--- config.mk ---
export PLATFORM = sky130hd
export DESIGN_NAME = cgs_top
export DESIGN_NICKNAME = d
export VERILOG_FILES = /design/src/rtl/cgs_pkg.sv /design/src/rtl/cgs_fifo_if.sv /design/src/rtl/cgs_top.sv /design/src/rtl/cgs_fifo.sv
export SDC_FILE = /design/constraint.sdc
export NUM_CORES = 1
export LEC_CHECK = 0
export BUFFER_PORTS_ARGS = -buffer_cell sky130_fd_sc_hd__buf_2
export CORE_MARGIN = 2
export CORE_UTILIZATION = 65
export DETAILED_ROUTE_END_ITERATION = 6
export PLACE_DENSITY = 0.83
export SLEW_MARGIN = 20
export SYNTH_ARGS = -nofsm -noshare
export SYNTH_HDL_FRONTEND = slang
export SYNTH_SLANG_ARGS = --single-unit
--- constraint.sdc ---
create_clock -name clk -period 37.4 [get_ports clk]
set_input_delay 7.48 -clock clk [delete_from_list [all_inputs] [get_ports clk]]
set_output_delay 7.48 -clock clk [all_outputs]
set_load 0.02 [all_outputs]
--- src/rtl/cgs_pkg.sv ---
package cgs_pkg;

    // ------------------------------------------------------------
    // Special-function addresses
    // ------------------------------------------------------------
    localparam logic [7:0] A_GSTA = 8'haa;
    localparam logic [7:0] A_GCON = 8'hab;
    localparam logic [7:0] A_GIE = 8'hac;
    localparam logic [7:0] A_PAGE = 8'hb1;
    localparam logic [7:0] A_STCH = 8'hb2;
    localparam logic [7:0] A_CONCH = 8'hb3;
    localparam logic [7:0] A_MSG = 8'ha3;
    localparam logic [7:0] A_IE1 = 8'hc2;
    localparam logic [7:0] A_IE2 = 8'hc3;
    localparam logic [7:0] A_EN1 = 8'hce;
    localparam logic [7:0] A_EN2 = 8'hcf;
    localparam logic [7:0] A_IDT1 = 8'hbc;
    localparam logic [7:0] A_IDM1 = 8'hb4;

    // ------------------------------------------------------------
    // Field positions and reset values
    // ------------------------------------------------------------
    localparam int GS_OVL = 6;
    localparam int GS_TRANSMIT_BUSY = 4;
    localparam int GS_RECEIVE_BUSY = 3;
    localparam int GS_ENF = 2;
    localparam int GS_BUS_OFF_STATE = 1;
    localparam int GS_ERROR_PASSIVE_STATE = 0;
    localparam int GC_ENA = 1;
    localparam int CT_CFG_LSB = 6;
    localparam int CT_TXREQ = 4;
    localparam int PG_OBJ_LSB = 4;
    localparam int PTR_W = 3;
    localparam int NUM_OBJ = 15;
    localparam logic [7:0] RST_BYTE = 8'h00;

    // ------------------------------------------------------------
    // Timing and buffering
    // ------------------------------------------------------------
    localparam int CLK_NS = 100;
    localparam int ENA_DELAY_NS = 1100;
    localparam int ENA_CYC = (ENA_DELAY_NS + CLK_NS - 1) / CLK_NS;
    localparam int FIFO_DEPTH = 16;
    localparam int FIFO_W = 4 + PTR_W + 8;

    typedef enum logic [1:0] {
        CFG_DIS = 2'b00,
        CFG_TX = 2'b01,
        CFG_RX = 2'b10,
        CFG_RXBUF = 2'b11
    } cgs_cfg_t;

    typedef enum logic [1:0] {
        EN_OFF = 2'b00,
        EN_GOING_ON = 2'b01,
        EN_ON = 2'b11,
        EN_GOING_OFF = 2'b10
    } cgs_en_t;

endpackage : cgs_pkg

--- src/rtl/cgs_fifo_if.sv ---
`timescale 1ns/1ps
`default_nettype none
interface cgs_fifo_if #(parameter int W = 15);
    logic in_valid;
    logic in_ready;
    logic [W-1:0] in_data;
    logic out_valid;
    logic out_ready;
    logic [W-1:0] out_data;
    modport fifo (input in_valid, input in_data, input out_ready,
        output in_ready, output out_valid, output out_data);
    modport user (output in_valid, output in_data, output out_ready,
        input in_ready, input out_valid, input out_data);
endinterface : cgs_fifo_if
`default_nettype wire

--- src/rtl/cgs_top.sv ---
`timescale 1ns/1ps
`default_nettype none
// Operation
// RULE1 - Overload bit 6 high while own overload frame is sent.
// RULE2 - Transmit-busy bit 4 high during any sent frame, ack, pending space.
// RULE3 - Receive-busy bit 3 high while receiver acquires or monitors a frame.
// RULE4 - Bit 2 shows actual enabled state after delayed enable or disable.
// RULE5 - Status bits 6, 4, 3, 2 raise no interrupt; polling only.
// RULE6 - Bits 7 and 5 reserved; software never writes ones there.
// RULE7 - Global status at address AAh is read-only.
// RULE8 - Software writes 02h to general control before object setup.
// RULE9 - Page upper nibble selects object; later object accesses use it.
// RULE10 - Standard id bits 10..3 in byte 1, bits 2..0 top of byte 2.
// RULE11 - Mask byte FFh makes every matching id bit compared.
// RULE12 - Control write 88h arms object as receiver, length eight.
// RULE13 - Control write 18h launches the prepared transmission.
// RULE14 - Eight payload bytes go as eight writes to message data.
// RULE15 - Object interrupt enables, one bit per object over two registers.
// RULE16 - Software clears object status, and control for receive, first.
// RULE17 - Receive interrupts need global, CAN enables and 20h write.
// RULE18 - Message byte pointer increments per access, wrapping in eight; a write refused by a full buffer leaves it unchanged.
// RULE19 - Object enabled bit clears when its transfer completes.
// RULE20 - Config field: 00 off, 01 transmit, 10 receive, 11 buffer.
// RULE21 - Global status bits registered on the system clock.
module cgs_top
    import cgs_pkg::*;
#(
    parameter int ENA_DELAY = ENA_CYC
) (
    input wire logic clk,
    input wire logic rst,
    input wire logic [7:0] sfr_addr,
    input wire logic [7:0] sfr_wdata,
    input wire logic sfr_wr,
    input wire logic sfr_rd,
    output logic [7:0] sfr_rdata,
    output logic msg_wr_ready,
    input wire logic eng_ovl_own,
    input wire logic eng_tx_frame,
    input wire logic eng_tx_ack,
    input wire logic eng_ifs,
    input wire logic eng_tx_pending,
    input wire logic eng_rx_active,
    input wire logic eng_bus_off,
    input wire logic eng_err_passive,
    input wire logic eng_done,
    input wire logic [3:0] eng_done_obj,
    input wire logic [10:0] eng_rx_id,
    output logic can_enable,
    output logic [14:0] obj_armed,
    output logic tx_launch,
    output logic [3:0] tx_launch_obj,
    output logic id_accept,
    output logic msg_valid,
    input wire logic msg_ready,
    output logic [3:0] msg_obj,
    output logic [2:0] msg_ptr,
    output logic [7:0] msg_byte
);

    typedef struct packed {
        logic [7:0] gcon;
        logic [7:0] gie;
        logic [7:0] page;
        logic [14:0][7:0] ctrl;
        logic [14:0][7:0] stat;
        logic [7:0] ie1;
        logic [7:0] ie2;
        logic [3:0][7:0] idt;
        logic [3:0][7:0] idm;
        logic [14:0] armed;
        logic [7:0] gsta;
        cgs_en_t en_st;
        logic [15:0] en_cnt;
        logic [7:0] rdata;
        logic launch;
        logic [3:0] launch_obj;
        logic accept;
    } cgs_st_t;

    cgs_st_t st_q;
    cgs_st_t st_d;
    logic [3:0] sel;
    logic sel_ok;
    logic msg_hit;
    logic [10:0] std_id;
    logic [10:0] std_mask;

    cgs_fifo_if #(.W(FIFO_W)) fq ();

    // ------------------------------------------------------------
    // Helpers
    // ------------------------------------------------------------
    function automatic logic [3:0] page_obj(input logic [7:0] p);
        return p[PG_OBJ_LSB +: 4]; // RULE9
    endfunction : page_obj

    // Transmit request bit with a cleared field still means transmit
    function automatic cgs_cfg_t cfg_of(input logic [7:0] c);
        cgs_cfg_t r;
        r = cgs_cfg_t'(c[CT_CFG_LSB +: 2]); // RULE20
        if (r == CFG_DIS && c[CT_TXREQ]) begin
            r = CFG_TX; // RULE13
        end
        return r;
    endfunction : cfg_of

    assign sel = page_obj(st_q.page);
    assign sel_ok = (sel < 4'(NUM_OBJ));
    assign msg_hit = (sfr_addr == A_MSG) && (sfr_wr || sfr_rd);
    assign std_id = {st_q.idt[0], st_q.idt[1][7:5]}; // RULE10
    assign std_mask = {st_q.idm[0], st_q.idm[1][7:5]};

    // ------------------------------------------------------------
    // Message data path
    // ------------------------------------------------------------
    // Full buffer refuses the byte; host must poll msg_wr_ready
    assign fq.in_valid = sfr_wr && (sfr_addr == A_MSG) && sel_ok; // RULE14
    assign fq.in_data = {sel, st_q.page[PTR_W-1:0], sfr_wdata};
    assign fq.out_ready = msg_ready;
    assign msg_wr_ready = fq.in_ready;
    assign msg_valid = fq.out_valid;
    assign {msg_obj, msg_ptr, msg_byte} = fq.out_data;

    cgs_fifo #(.W(FIFO_W), .DEPTH(FIFO_DEPTH)) u_fifo (
        .clk(clk),
        .rst(rst),
        .f(fq)
    );

    // ------------------------------------------------------------
    // Next state
    // ------------------------------------------------------------
    always_comb begin
        logic idle;
        logic req;
        idle = !(eng_tx_frame || eng_tx_ack || eng_rx_active);
        req = st_q.gcon[GC_ENA];
        st_d = st_q;
        st_d.launch = 1'b0;

        // Completion first, so a re-arm write in the same cycle wins
        if (eng_done && eng_done_obj < 4'(NUM_OBJ)) begin
            st_d.armed[eng_done_obj] = 1'b0; // RULE19
        end

        if (sfr_wr) begin
            case (sfr_addr)
                A_GCON: st_d.gcon = sfr_wdata;
                A_GIE: st_d.gie = sfr_wdata; // RULE17
                A_PAGE: st_d.page = sfr_wdata; // RULE9
                A_IE1: st_d.ie1 = sfr_wdata; // RULE15
                A_IE2: st_d.ie2 = sfr_wdata; // RULE15
                A_STCH: begin
                    if (sel_ok) begin
                        st_d.stat[sel] = sfr_wdata;
                    end
                end
                A_CONCH: begin
                    if (sel_ok) begin
                        st_d.ctrl[sel] = sfr_wdata; // RULE12
                        st_d.armed[sel] = (cfg_of(sfr_wdata) != CFG_DIS);
                        if (cfg_of(sfr_wdata) == CFG_TX) begin
                            st_d.launch = 1'b1; // RULE13
                            st_d.launch_obj = sel;
                        end
                    end
                end
                default: begin
                    // Global status ignores writes
                    for (int i = 0; i < 4; i++) begin
                        if (sfr_addr == A_IDT1 + 8'(i)) begin
                            st_d.idt[i] = sfr_wdata; // RULE10
                        end
                        if (sfr_addr == A_IDM1 + 8'(i)) begin
                            st_d.idm[i] = sfr_wdata; // RULE11
                        end
                    end
                end
            endcase
        end

        // Refused buffer write leaves the pointer where it was
        if (msg_hit && (sfr_rd || fq.in_ready)) begin
            st_d.page[PTR_W-1:0] = st_q.page[PTR_W-1:0] + 3'h1; // RULE18
        end

        case (sfr_addr)
            A_GSTA: st_d.rdata = st_q.gsta; // RULE7
            A_GCON: st_d.rdata = st_q.gcon;
            A_GIE: st_d.rdata = st_q.gie;
            A_PAGE: st_d.rdata = st_q.page;
            A_IE1: st_d.rdata = st_q.ie1;
            A_IE2: st_d.rdata = st_q.ie2;
            A_EN1: st_d.rdata = {1'b0, st_q.armed[14:8]};
            A_EN2: st_d.rdata = st_q.armed[7:0];
            A_STCH: st_d.rdata = sel_ok ? st_q.stat[sel] : RST_BYTE;
            A_CONCH: st_d.rdata = sel_ok ? st_q.ctrl[sel] : RST_BYTE;
            default: begin
                st_d.rdata = RST_BYTE;
                for (int i = 0; i < 4; i++) begin
                    if (sfr_addr == A_IDT1 + 8'(i)) begin
                        st_d.rdata = st_q.idt[i];
                    end
                    if (sfr_addr == A_IDM1 + 8'(i)) begin
                        st_d.rdata = st_q.idm[i];
                    end
                end
            end
        endcase
        if (!sfr_rd) begin
            st_d.rdata = st_q.rdata;
        end

        // Enable takes effect after a settle time; disable counts its settle time only on an idle bus
        case (st_q.en_st)
            EN_OFF: begin
                st_d.en_cnt = '0;
                if (req) begin
                    st_d.en_st = EN_GOING_ON;
                end
            end
            EN_GOING_ON: begin
                st_d.en_cnt = st_q.en_cnt + 16'h0001;
                if (!req) begin
                    st_d.en_st = EN_OFF;
                end else if (st_q.en_cnt == 16'(ENA_DELAY - 1)) begin
                    st_d.en_st = EN_ON; // RULE4
                end
            end
            EN_ON: begin
                st_d.en_cnt = '0;
                if (!req) begin
                    st_d.en_st = EN_GOING_OFF;
                end
            end
            EN_GOING_OFF: begin
                if (idle) begin
                    st_d.en_cnt = st_q.en_cnt + 16'h0001;
                end
                if (req) begin
                    st_d.en_st = EN_ON;
                end else if (idle && st_q.en_cnt == 16'(ENA_DELAY - 1)) begin
                    st_d.en_st = EN_OFF; // RULE4
                end
            end
            default: st_d.en_st = EN_OFF;
        endcase

        // Snapshot of engine state; reserved bits read as zero
        st_d.gsta = RST_BYTE; // RULE6
        st_d.gsta[GS_OVL] = eng_ovl_own; // RULE1
        st_d.gsta[GS_TRANSMIT_BUSY] = eng_tx_frame || eng_tx_ack
            || (eng_ifs && eng_tx_pending); // RULE2
        st_d.gsta[GS_RECEIVE_BUSY] = eng_rx_active; // RULE3
        st_d.gsta[GS_ENF] = (st_q.en_st == EN_ON)
            || (st_q.en_st == EN_GOING_OFF); // RULE4
        st_d.gsta[GS_BUS_OFF_STATE] = eng_bus_off;
        st_d.gsta[GS_ERROR_PASSIVE_STATE] = eng_err_passive;

        st_d.accept = (((eng_rx_id ^ std_id) & std_mask) == 11'h000); // RULE11
    end

    // Registered snapshot keeps a read stable across engine changes
    always_ff @(posedge clk or posedge rst) begin
        if (rst) begin
            st_q <= '0;
        end else begin
            st_q <= st_d; // RULE21
        end
    end

    // ------------------------------------------------------------
    // Outputs
    // ------------------------------------------------------------
    // No interrupt output exists: the status bits are for polling
    assign can_enable = st_q.gsta[GS_ENF]; // RULE5
    assign sfr_rdata = st_q.rdata;
    assign obj_armed = st_q.armed;
    assign tx_launch = st_q.launch;
    assign tx_launch_obj = st_q.launch_obj;
    assign id_accept = st_q.accept;
endmodule : cgs_top
`default_nettype wire

--- src/rtl/cgs_fifo.sv ---
`timescale 1ns/1ps
`default_nettype none
module cgs_fifo #(
    parameter int W = 15,
    parameter int DEPTH = 16
) (
    input wire logic clk,
    input wire logic rst,
    cgs_fifo_if.fifo f
);
    localparam int AW = $clog2(DEPTH);

    typedef struct packed {
        logic [DEPTH-1:0][W-1:0] mem;
        logic [AW:0] wp;
        logic [AW:0] rp;
    } cgs_fifo_st_t;

    cgs_fifo_st_t st_q;
    cgs_fifo_st_t st_d;
    logic full;
    logic empty;

    // ------------------------------------------------------------
    // Flags from pointer compare
    // ------------------------------------------------------------
    assign empty = (st_q.wp == st_q.rp);
    assign full = (st_q.wp[AW] != st_q.rp[AW])
        && (st_q.wp[AW-1:0] == st_q.rp[AW-1:0]);
    assign f.in_ready = !full;
    assign f.out_valid = !empty;
    // Head word is read straight from the storage flops
    assign f.out_data = st_q.mem[st_q.rp[AW-1:0]];

    always_comb begin
        st_d = st_q;
        if (f.in_valid && !full) begin
            st_d.mem[st_q.wp[AW-1:0]] = f.in_data;
            st_d.wp = st_q.wp + 1'b1;
        end
        if (f.out_ready && !empty) begin
            st_d.rp = st_q.rp + 1'b1;
        end
    end

    always_ff @(posedge clk or posedge rst) begin
        if (rst) begin
            st_q <= '0;
        end else begin
            st_q <= st_d;
        end
    end
endmodule : cgs_fifo
`default_nettype wire

==> flow_summary_export.csv, run 1 <==
group,metric,value,unit
sta,max_freq,90.8,MHz
sta,finalCritPeriodShare,29.4,%
layout,syn_to_final_growth,8.60,%
power_and_ir_drop,p_leak,16.1,nW
placed_design,dpl-instance-area,31300,um^2
placed_design,dpl.hpwl,45300,um
die,core,46700,um^2
clock_tree,post_cts_resize_count,0,
clock_tree,clock_latency,600,ps
die,initial_core_util,66.1,%
sta,whs,483,ps
global_route,grt_pass1_vias,19700,
placed_design,io_buffers,91,
sta,setup_tns,0,ps
drt,wl_per_cell,26.8,um
clock_tree,cts.htree.levels,3,
drt,dr.pass1.iters,7,
synth,synthArstFlopShare,100,%
global_route,antenna_found_initial,1,
worst_setup_path,ff2ff_setup_slack,33030,ps
sta,period_needed,11010,ps
clock_tree,postCtsHoldBufs,0,
synth,yosysWarningCount,0,
power_and_ir_drop,switching_share,25.4,%
clock_tree,cts_made_buffers,66,
synth,synthesis.area,30800,um^2
synth,synthCells,2148,
sta,skew,27.4,ps
power_and_ir_drop,p_sw,0.398,mW
outcome,failed_checks,"design-rule violations",
drt,ant_nets,0,
layout,nets,2195,
synth,synthFlopType,"dfrtp_1",
layout,layout-drive-gt1-share,43.2,%
synth,synth_edf_count,0,
power_and_ir_drop,intPower,1.17,mW
power_and_ir_drop,powerDensity,46.8,nW/um^2
power_and_ir_drop,vdd_drop_max,0.0377,mV
worst_setup_path,critPathMaxFanout,39,
worst_setup_path,cp-end-kind,"primary output",
die,fp.dieH,222,um
global_route,gr-total-overflow,0,
clock_tree,cts_num_sinks,647,
clock_tree,cts.path.max_buffers,3,
worst_setup_path,crit_arrival,3530,ps
clock_tree,clkTransAtPathRegs,60,ps
power_and_ir_drop,combPwrFrac,10.3,%
sta,hold_viol,0,
clock_tree,root_buffer,"clkbuf_16",
global_route,grt_usage,31.1,%
power_and_ir_drop,seqPwrFrac,47.3,%
outcome,status,"finished with violations",
global_route,grt_pass1_wl,117000,um
synth,ys_ff_latch,647,
synth,ys_seq_area_share,52.5,%
synth,syn-num-nets,2206,
die,ios,92,
worst_setup_path,cp-start-kind,"flop",
sta,worst_slew_pin_slew,1180,ps
worst_hold_path,hold_path_class,"reg2reg",
die,die-area,49200,um^2
drt,drc,8,
drt,vias_per_cell,6.77,
worst_setup_path,worstRegToRegCells,8,
worst_setup_path,required,29920,ps
power_and_ir_drop,pwr-share-clk,42.5,%
synth,syn_area_per_cell,14.4,um^2
sta,setup_viol,0,
global_route,grt_max_degree,183,
layout,final_cell_area,33500,um^2
drt,drtIter0Drc,1696,
die,num_rows,79,
synth,ys_types,80,
clock_tree,cts_setup_buffers,0,
worst_hold_path,min_delay_path_depth,2,
placed_design,gp_congestion,0.919,
drt,vias,18909,
drt,wirelength,74900,um
sta,drv_slew,0,
die,die_w,222,um
sta,relSlewSlack,21.2,%
job,drv_cap,0,
sta,grt_setup_unrepaired,"false",
clock_tree,cts_tree,"built",
worst_setup_path,critical_path_class,"reg2out",
## power by group through the flow
stage | logic, mW | clock network [mW] | registers, mW
6_report | 0.161 | 0.666 | 0.741
2_1_floorplan | 0.136 | 0 | 0.734
3_3_place_gp | 0.156 | 0 | 0.752
4_1_cts | 0.161 | 0.673 | 0.741
5_1_grt | 0.173 | 0.701 | 0.743
3_5_place_dp | 0.160 | 0 | 0.753
## cell families (layout without fill, tap and decap cells)
logic type	Yosys count	count (layout)	share of synthesized area (%)
multiplexers	759	759	32.9
flip-flops	647	647	52.5
AND/OR/NAND/NOR	292	292	5.28
buffers and inverters	212	247	3.54
AO/OA/AOI/OAI	189	189	4.19
XOR/XNOR	36	36	1.02
adder cells (fa/ha/maj)	13	13	0.527
other	0	1	0
## flip-flops by register name, summed over array words and instances (netlist names), 4 cells and up
name / cells
sfr_rdata: 8
tx_launch_obj: 4
st_q: 360
fq.in_data: 7
obj_armed: 15
u_fifo.st_q: 250
## cells in the mapped netlist, types with 4 or more instances
cell type	n	area [um^2]
dfrtp_1	647	16200
mux2_2	513	5780
mux4_2	128	2880
clkbuf_1	106	398
nand2_1	96	360
o21ai_0	55	275
mux2i_1	51	510
nor2_1	50	188
mux2_4	43	646
buf_4	36	270
buf_2	34	170
xor2_1	26	228
nand3_1	25	125
a21oi_1	24	120
a22oi_1	22	165
nand4_1	21	131
mux2_1	19	214
o211ai_1	19	143
ha_1	13	163
inv_1	13	48.8
nor2b_1	12	75.1
and2_1	11	68.8
buf_1	10	37.5
buf_6	10	113
xnor2_1	10	87.6
and3_1	9	56.3
a32oi_1	8	70.1
nor3_1	8	40.0
nand2b_1	7	43.8
a211oi_1	6	45.0
a22o_1	6	52.6
a31oi_1	5	31.3
mux4_1	5	131
nor3_2	5	50.1
and3b_1	4	35.0
and4bb_2	4	50.1
nand3_4	4	70.1
nand3b_1	4	30.0
nor3b_1	4	30.0
nor4_1	4	25.0
o2111ai_1	4	35.0
## per-stage QoR
step / worst slack, ps / util (%) / std cells / power [mW]
final: 26390 / 71.8 / 2791 / 1.57
after global placement: 26310 / 67.0 / 2674 / 0.908
after global routing: 26180 / 71.8 / 2790 / 1.62
after floorplan: 11790 / - / 2148 / 0.871
after CTS: 26250 / 71.7 / 2788 / 1.58
after detailed placement: 26130 / 67.0 / 2674 / 0.913
## critical path, stage by stage (launching register included)
cell and delay (ps):
dfrtp_4 750, buf_4 720, mux4_2 640, mux4_1 580, buf_2 200
## path summary, 6_finish.rpt
path | from | to
max | u_fifo.st_q[0]$_DFFE_PP0P_ | msg_byte[3]
min in group asynchronous | rst | u_fifo.st_q[164]$_DFFE_PP0P_
max in group asynchronous | rst | can_enable$_DFF_PP0_
min | u_fifo.st_q[153]$_DFFE_PP0P_ | u_fifo.st_q[153]$_DFFE_PP0P_
min reg2reg | u_fifo.st_q[153]$_DFFE_PP0P_ | u_fifo.st_q[153]$_DFFE_PP0P_
max reg2reg | u_fifo.st_q[0]$_DFFE_PP0P_ | u_fifo.st_q[126]$_DFFE_PP0P_
## layout by cell type (no fill, tap or decap), drive strengths merged, types with 4 or more instances in the layout
cell	instances
a211oi	7
a21oi	24
a22o	6
a22oi	22
a31oi	5
a32oi	8
and2	14
and3	9
and3b	4
and4bb	4
buf	120
clkbuf	97
clkinv	11
dfrtp	647
ha	13
inv	13
mux2	575
mux2i	51
mux4	133
nand2	96
nand2b	7
nand3	30
nand3b	4
nand4	25
nor2	52
nor2b	12
nor3	13
nor3b	4
nor4	5
o2111ai	4
o211ai	19
o21ai	55
xnor2	10
xor2	26
## metal layers
layer  part of all wire [%]  track usage (%)
met4                    4.8             14.2
met5                  0.013                0
met1                     40             41.9
met3                    6.3             5.57
met2                     49             50.0
## final cells by class
type,count,area (um^2)
fillers,2957,13200
inverters,13,61.3
clock buffers,97,2010
repair buffers,120,718
multi-input cells,1289,13600
clock inverters,17,171
well taps,607,759
flip-flops and latches,647,16200
diodes,1,2.50
No activity file was read; power rests on OpenSTA's default activity.
==> run 2: changes to the inputs <==
CORE_UTILIZATION = 57   (was 65)
PLACE_DENSITY = 0.77   (was 0.83)
clock period = 9.6 ns   (was 37.4 ns; I/O delays follow)
==> run 2 against run 1 <==
The run now ends clean. Worst hold slack lost 0.97 ps. Clock skew shrank 4.7 ps. First-iteration DRC count shrank 3.5%. Register-to-register slack lost 28000 ps. Cell area grew 0.72%. Worst setup slack lost 22000 ps. Clock-buffer cell count grew 2. Combinational power grew to 4.1 times the previous value. Critical path type unchanged.
==> flow_summary_export.csv, run 2 (same netlist as run 1, synthesis figures left out) <==
group,metric,value,unit
layout,regMostFlops,"st_q",
worst_setup_path,critPathTopFamily,"multiplexers",
worst_setup_path,path_buf_inv,2,
clock_tree,cts_setup_buffers,0,
placed_design,gp_congestion,0.912,
placed_design,dp_slack,4150,ps
global_route,grt_max_degree,180,
global_route,grt_pass1_vias,19573,
job,drv_cap,0,
placed_design,dpl.hpwl,46000,um
worst_setup_path,slowest_delay,770,ps
outcome,status,"complete, no violations",
sta,setup_viol,0,
power_and_ir_drop,powerDensity,184,nW/um^2
worst_setup_path,critical_path_class,"reg2out",
global_route,antenna_found_initial,2,
clock_tree,post_cts_resize_count,0,
worst_setup_path,critPathMaxFanout,42,
global_route,gr-total-overflow,0,
clock_tree,cts_num_sinks,647,
worst_setup_path,crit_start,"u_fifo.st_q[0]$_DFFE_PP0P_",
power_and_ir_drop,vdd_drop_max,0.168,mV
drt,drc,0,
die,fp.dieH,237,um
worst_hold_path,holdCritStartpoint,"u_fifo.st_q[18]$_DFFE_PP0P_",
power_and_ir_drop,p_leak,16.2,nW
drt,wl_per_cell,25.8,um
sta,setup_tns,0,ps
layout,fillerInstances,3956,
layout,nets,2198,
clock_tree,cts.path.max_buffers,3,
placed_design,io_buffers,91,
worst_setup_path,regToRegStartpoint,"u_fifo.st_q[1]$_DFFE_PP0P_",
worst_setup_path,required,7680,ps
clock_tree,root_buffer,"clkbuf_16",
layout,layout_commonest_cell,"dfrtp_1",
power_and_ir_drop,power,6.21,mW
clock_tree,clkTransAtPathRegs,60,ps
die,num_rows,85,
global_route,grt_pass1_wl,117000,um
layout,final_cell_mix,"dfrtp_1 (641), mux2_2 (513), mux4_2 (128), nand2_1 (96), buf_2 (90)",
worst_hold_path,hold_path_class,"reg2reg",
worst_setup_path,crit_chain,"buf_4 -> mux4_2 -> mux4_1 -> buf_2",
die,die-area,56000,um^2
layout,layout-drive-gt1-share,43.5,%
drt,dr.pass1.iters,5,
drt,ant_nets,0,
die,ios,92,
layout,largest_reg_flops,360,
drt,wirelength,74500,um
sta,period_needed,5430,ps
layout,final_util,62.8,%
die,core,53700,um^2
layout,diodes,0,
drt,drtIter0Drc,1636,
sta,max_freq,184,MHz
clock_tree,cts_tree,"built",
drt,vias,18797,
clock_tree,clock_latency,600,ps
worst_setup_path,cp-end-kind,"primary output",
worst_setup_path,crit_arrival,3510,ps
sta,worst_slew_pin_slew,1090,ps
worst_setup_path,slowest_stage,"buf_4",
sta,relSlewSlack,27.1,%
clock_tree,cts.htree.levels,3,
layout,syn_to_final_growth,9.38,%
sta,setup_ws,4170,ps
die,die_w,237,um
clock_tree,cts_made_buffers,67,
sta,hold_viol,0,
drt,vias_per_cell,6.52,
die,initial_core_util,57.4,%
global_route,grt_usage,27.2,%
clock_tree,postCtsHoldBufs,0,
worst_setup_path,cp-start-kind,"flop",
sta,skew,22.7,ps
sta,drv_slew,0,
sta,grt_setup_unrepaired,"false",
sta,finalCritPeriodShare,56.6,%
## run 2: tightest hold or removal path, delay by kind of cell, from the launching register on
| family | cells | cell delay (ps) |
|---|---|---|
| AND/OR/NAND/NOR | 1 | 50 |
| flip-flops | 1 | 340 |
| AO/OA/AOI/OAI | 1 | 60 |
## run 2: routing by layer
metal | share of wire, % | up-vias | GRT usage, % | wire (um)
met4 | 3.3 | 0 | 9.30 | 2480
met3 | 6.1 | 159 | 4.51 | 4510
li1 | - | 7912 | - | -
met1 | 42 | 10071 | 37.9 | 31300
met5 | 0 | - | 0 | 0
met2 | 49 | 655 | 43.8 | 36200
## run 2: cell type report
class	instances	area [um^2]	share of cell area [%]
Clock buffer	99	2060	6.11
Tap cell	696	871	2.58
Sequential cell	647	16200	48.0
Clock inverter	18	225	0.668
Inverter	13	52.6	0.156
Multi-Input combinational cell	1289	13600	40.2
Timing Repair Buffer	122	752	2.23
## run 2: path summary, 6_finish.rpt
| check | slack [ps] | cells after the start | endpoint |
|---|---|---|---|
| worst max-delay path | 4170 | 4 | msg_byte[3] |
| worst min-delay path | 480 | 2 | u_fifo.st_q[18]$_DFFE_PP0P_ |
| worst max register to register | 5460 | 7 | u_fifo.st_q[127]$_DFFE_PP0P_ |
| worst min register to register | 480 | 2 | u_fifo.st_q[18]$_DFFE_PP0P_ |
| max in group asynchronous | 6490 | 4 | fq.in_data[11]$_DFFE_PP0P_ |
| min in group asynchronous | 1550 | 3 | u_fifo.st_q[13]$_DFFE_PP0P_ |
## run 2: power breakdown
part,internal [mW],switching (mW)
clock,1.62,1.07
combinational,0.249,0.408
sequential,2.78,0.0840
total,4.65,1.56
## run 2: per-stage QoR
stage	cell area, um^2	hold slack (ps)	instances
after floorplan	30800	445	2148
after global placement	31400	459	2766
after detailed placement	31400	469	2766
after CTS	33700	482	2883
after global routing	33700	504	2884
final	33700	482	2884
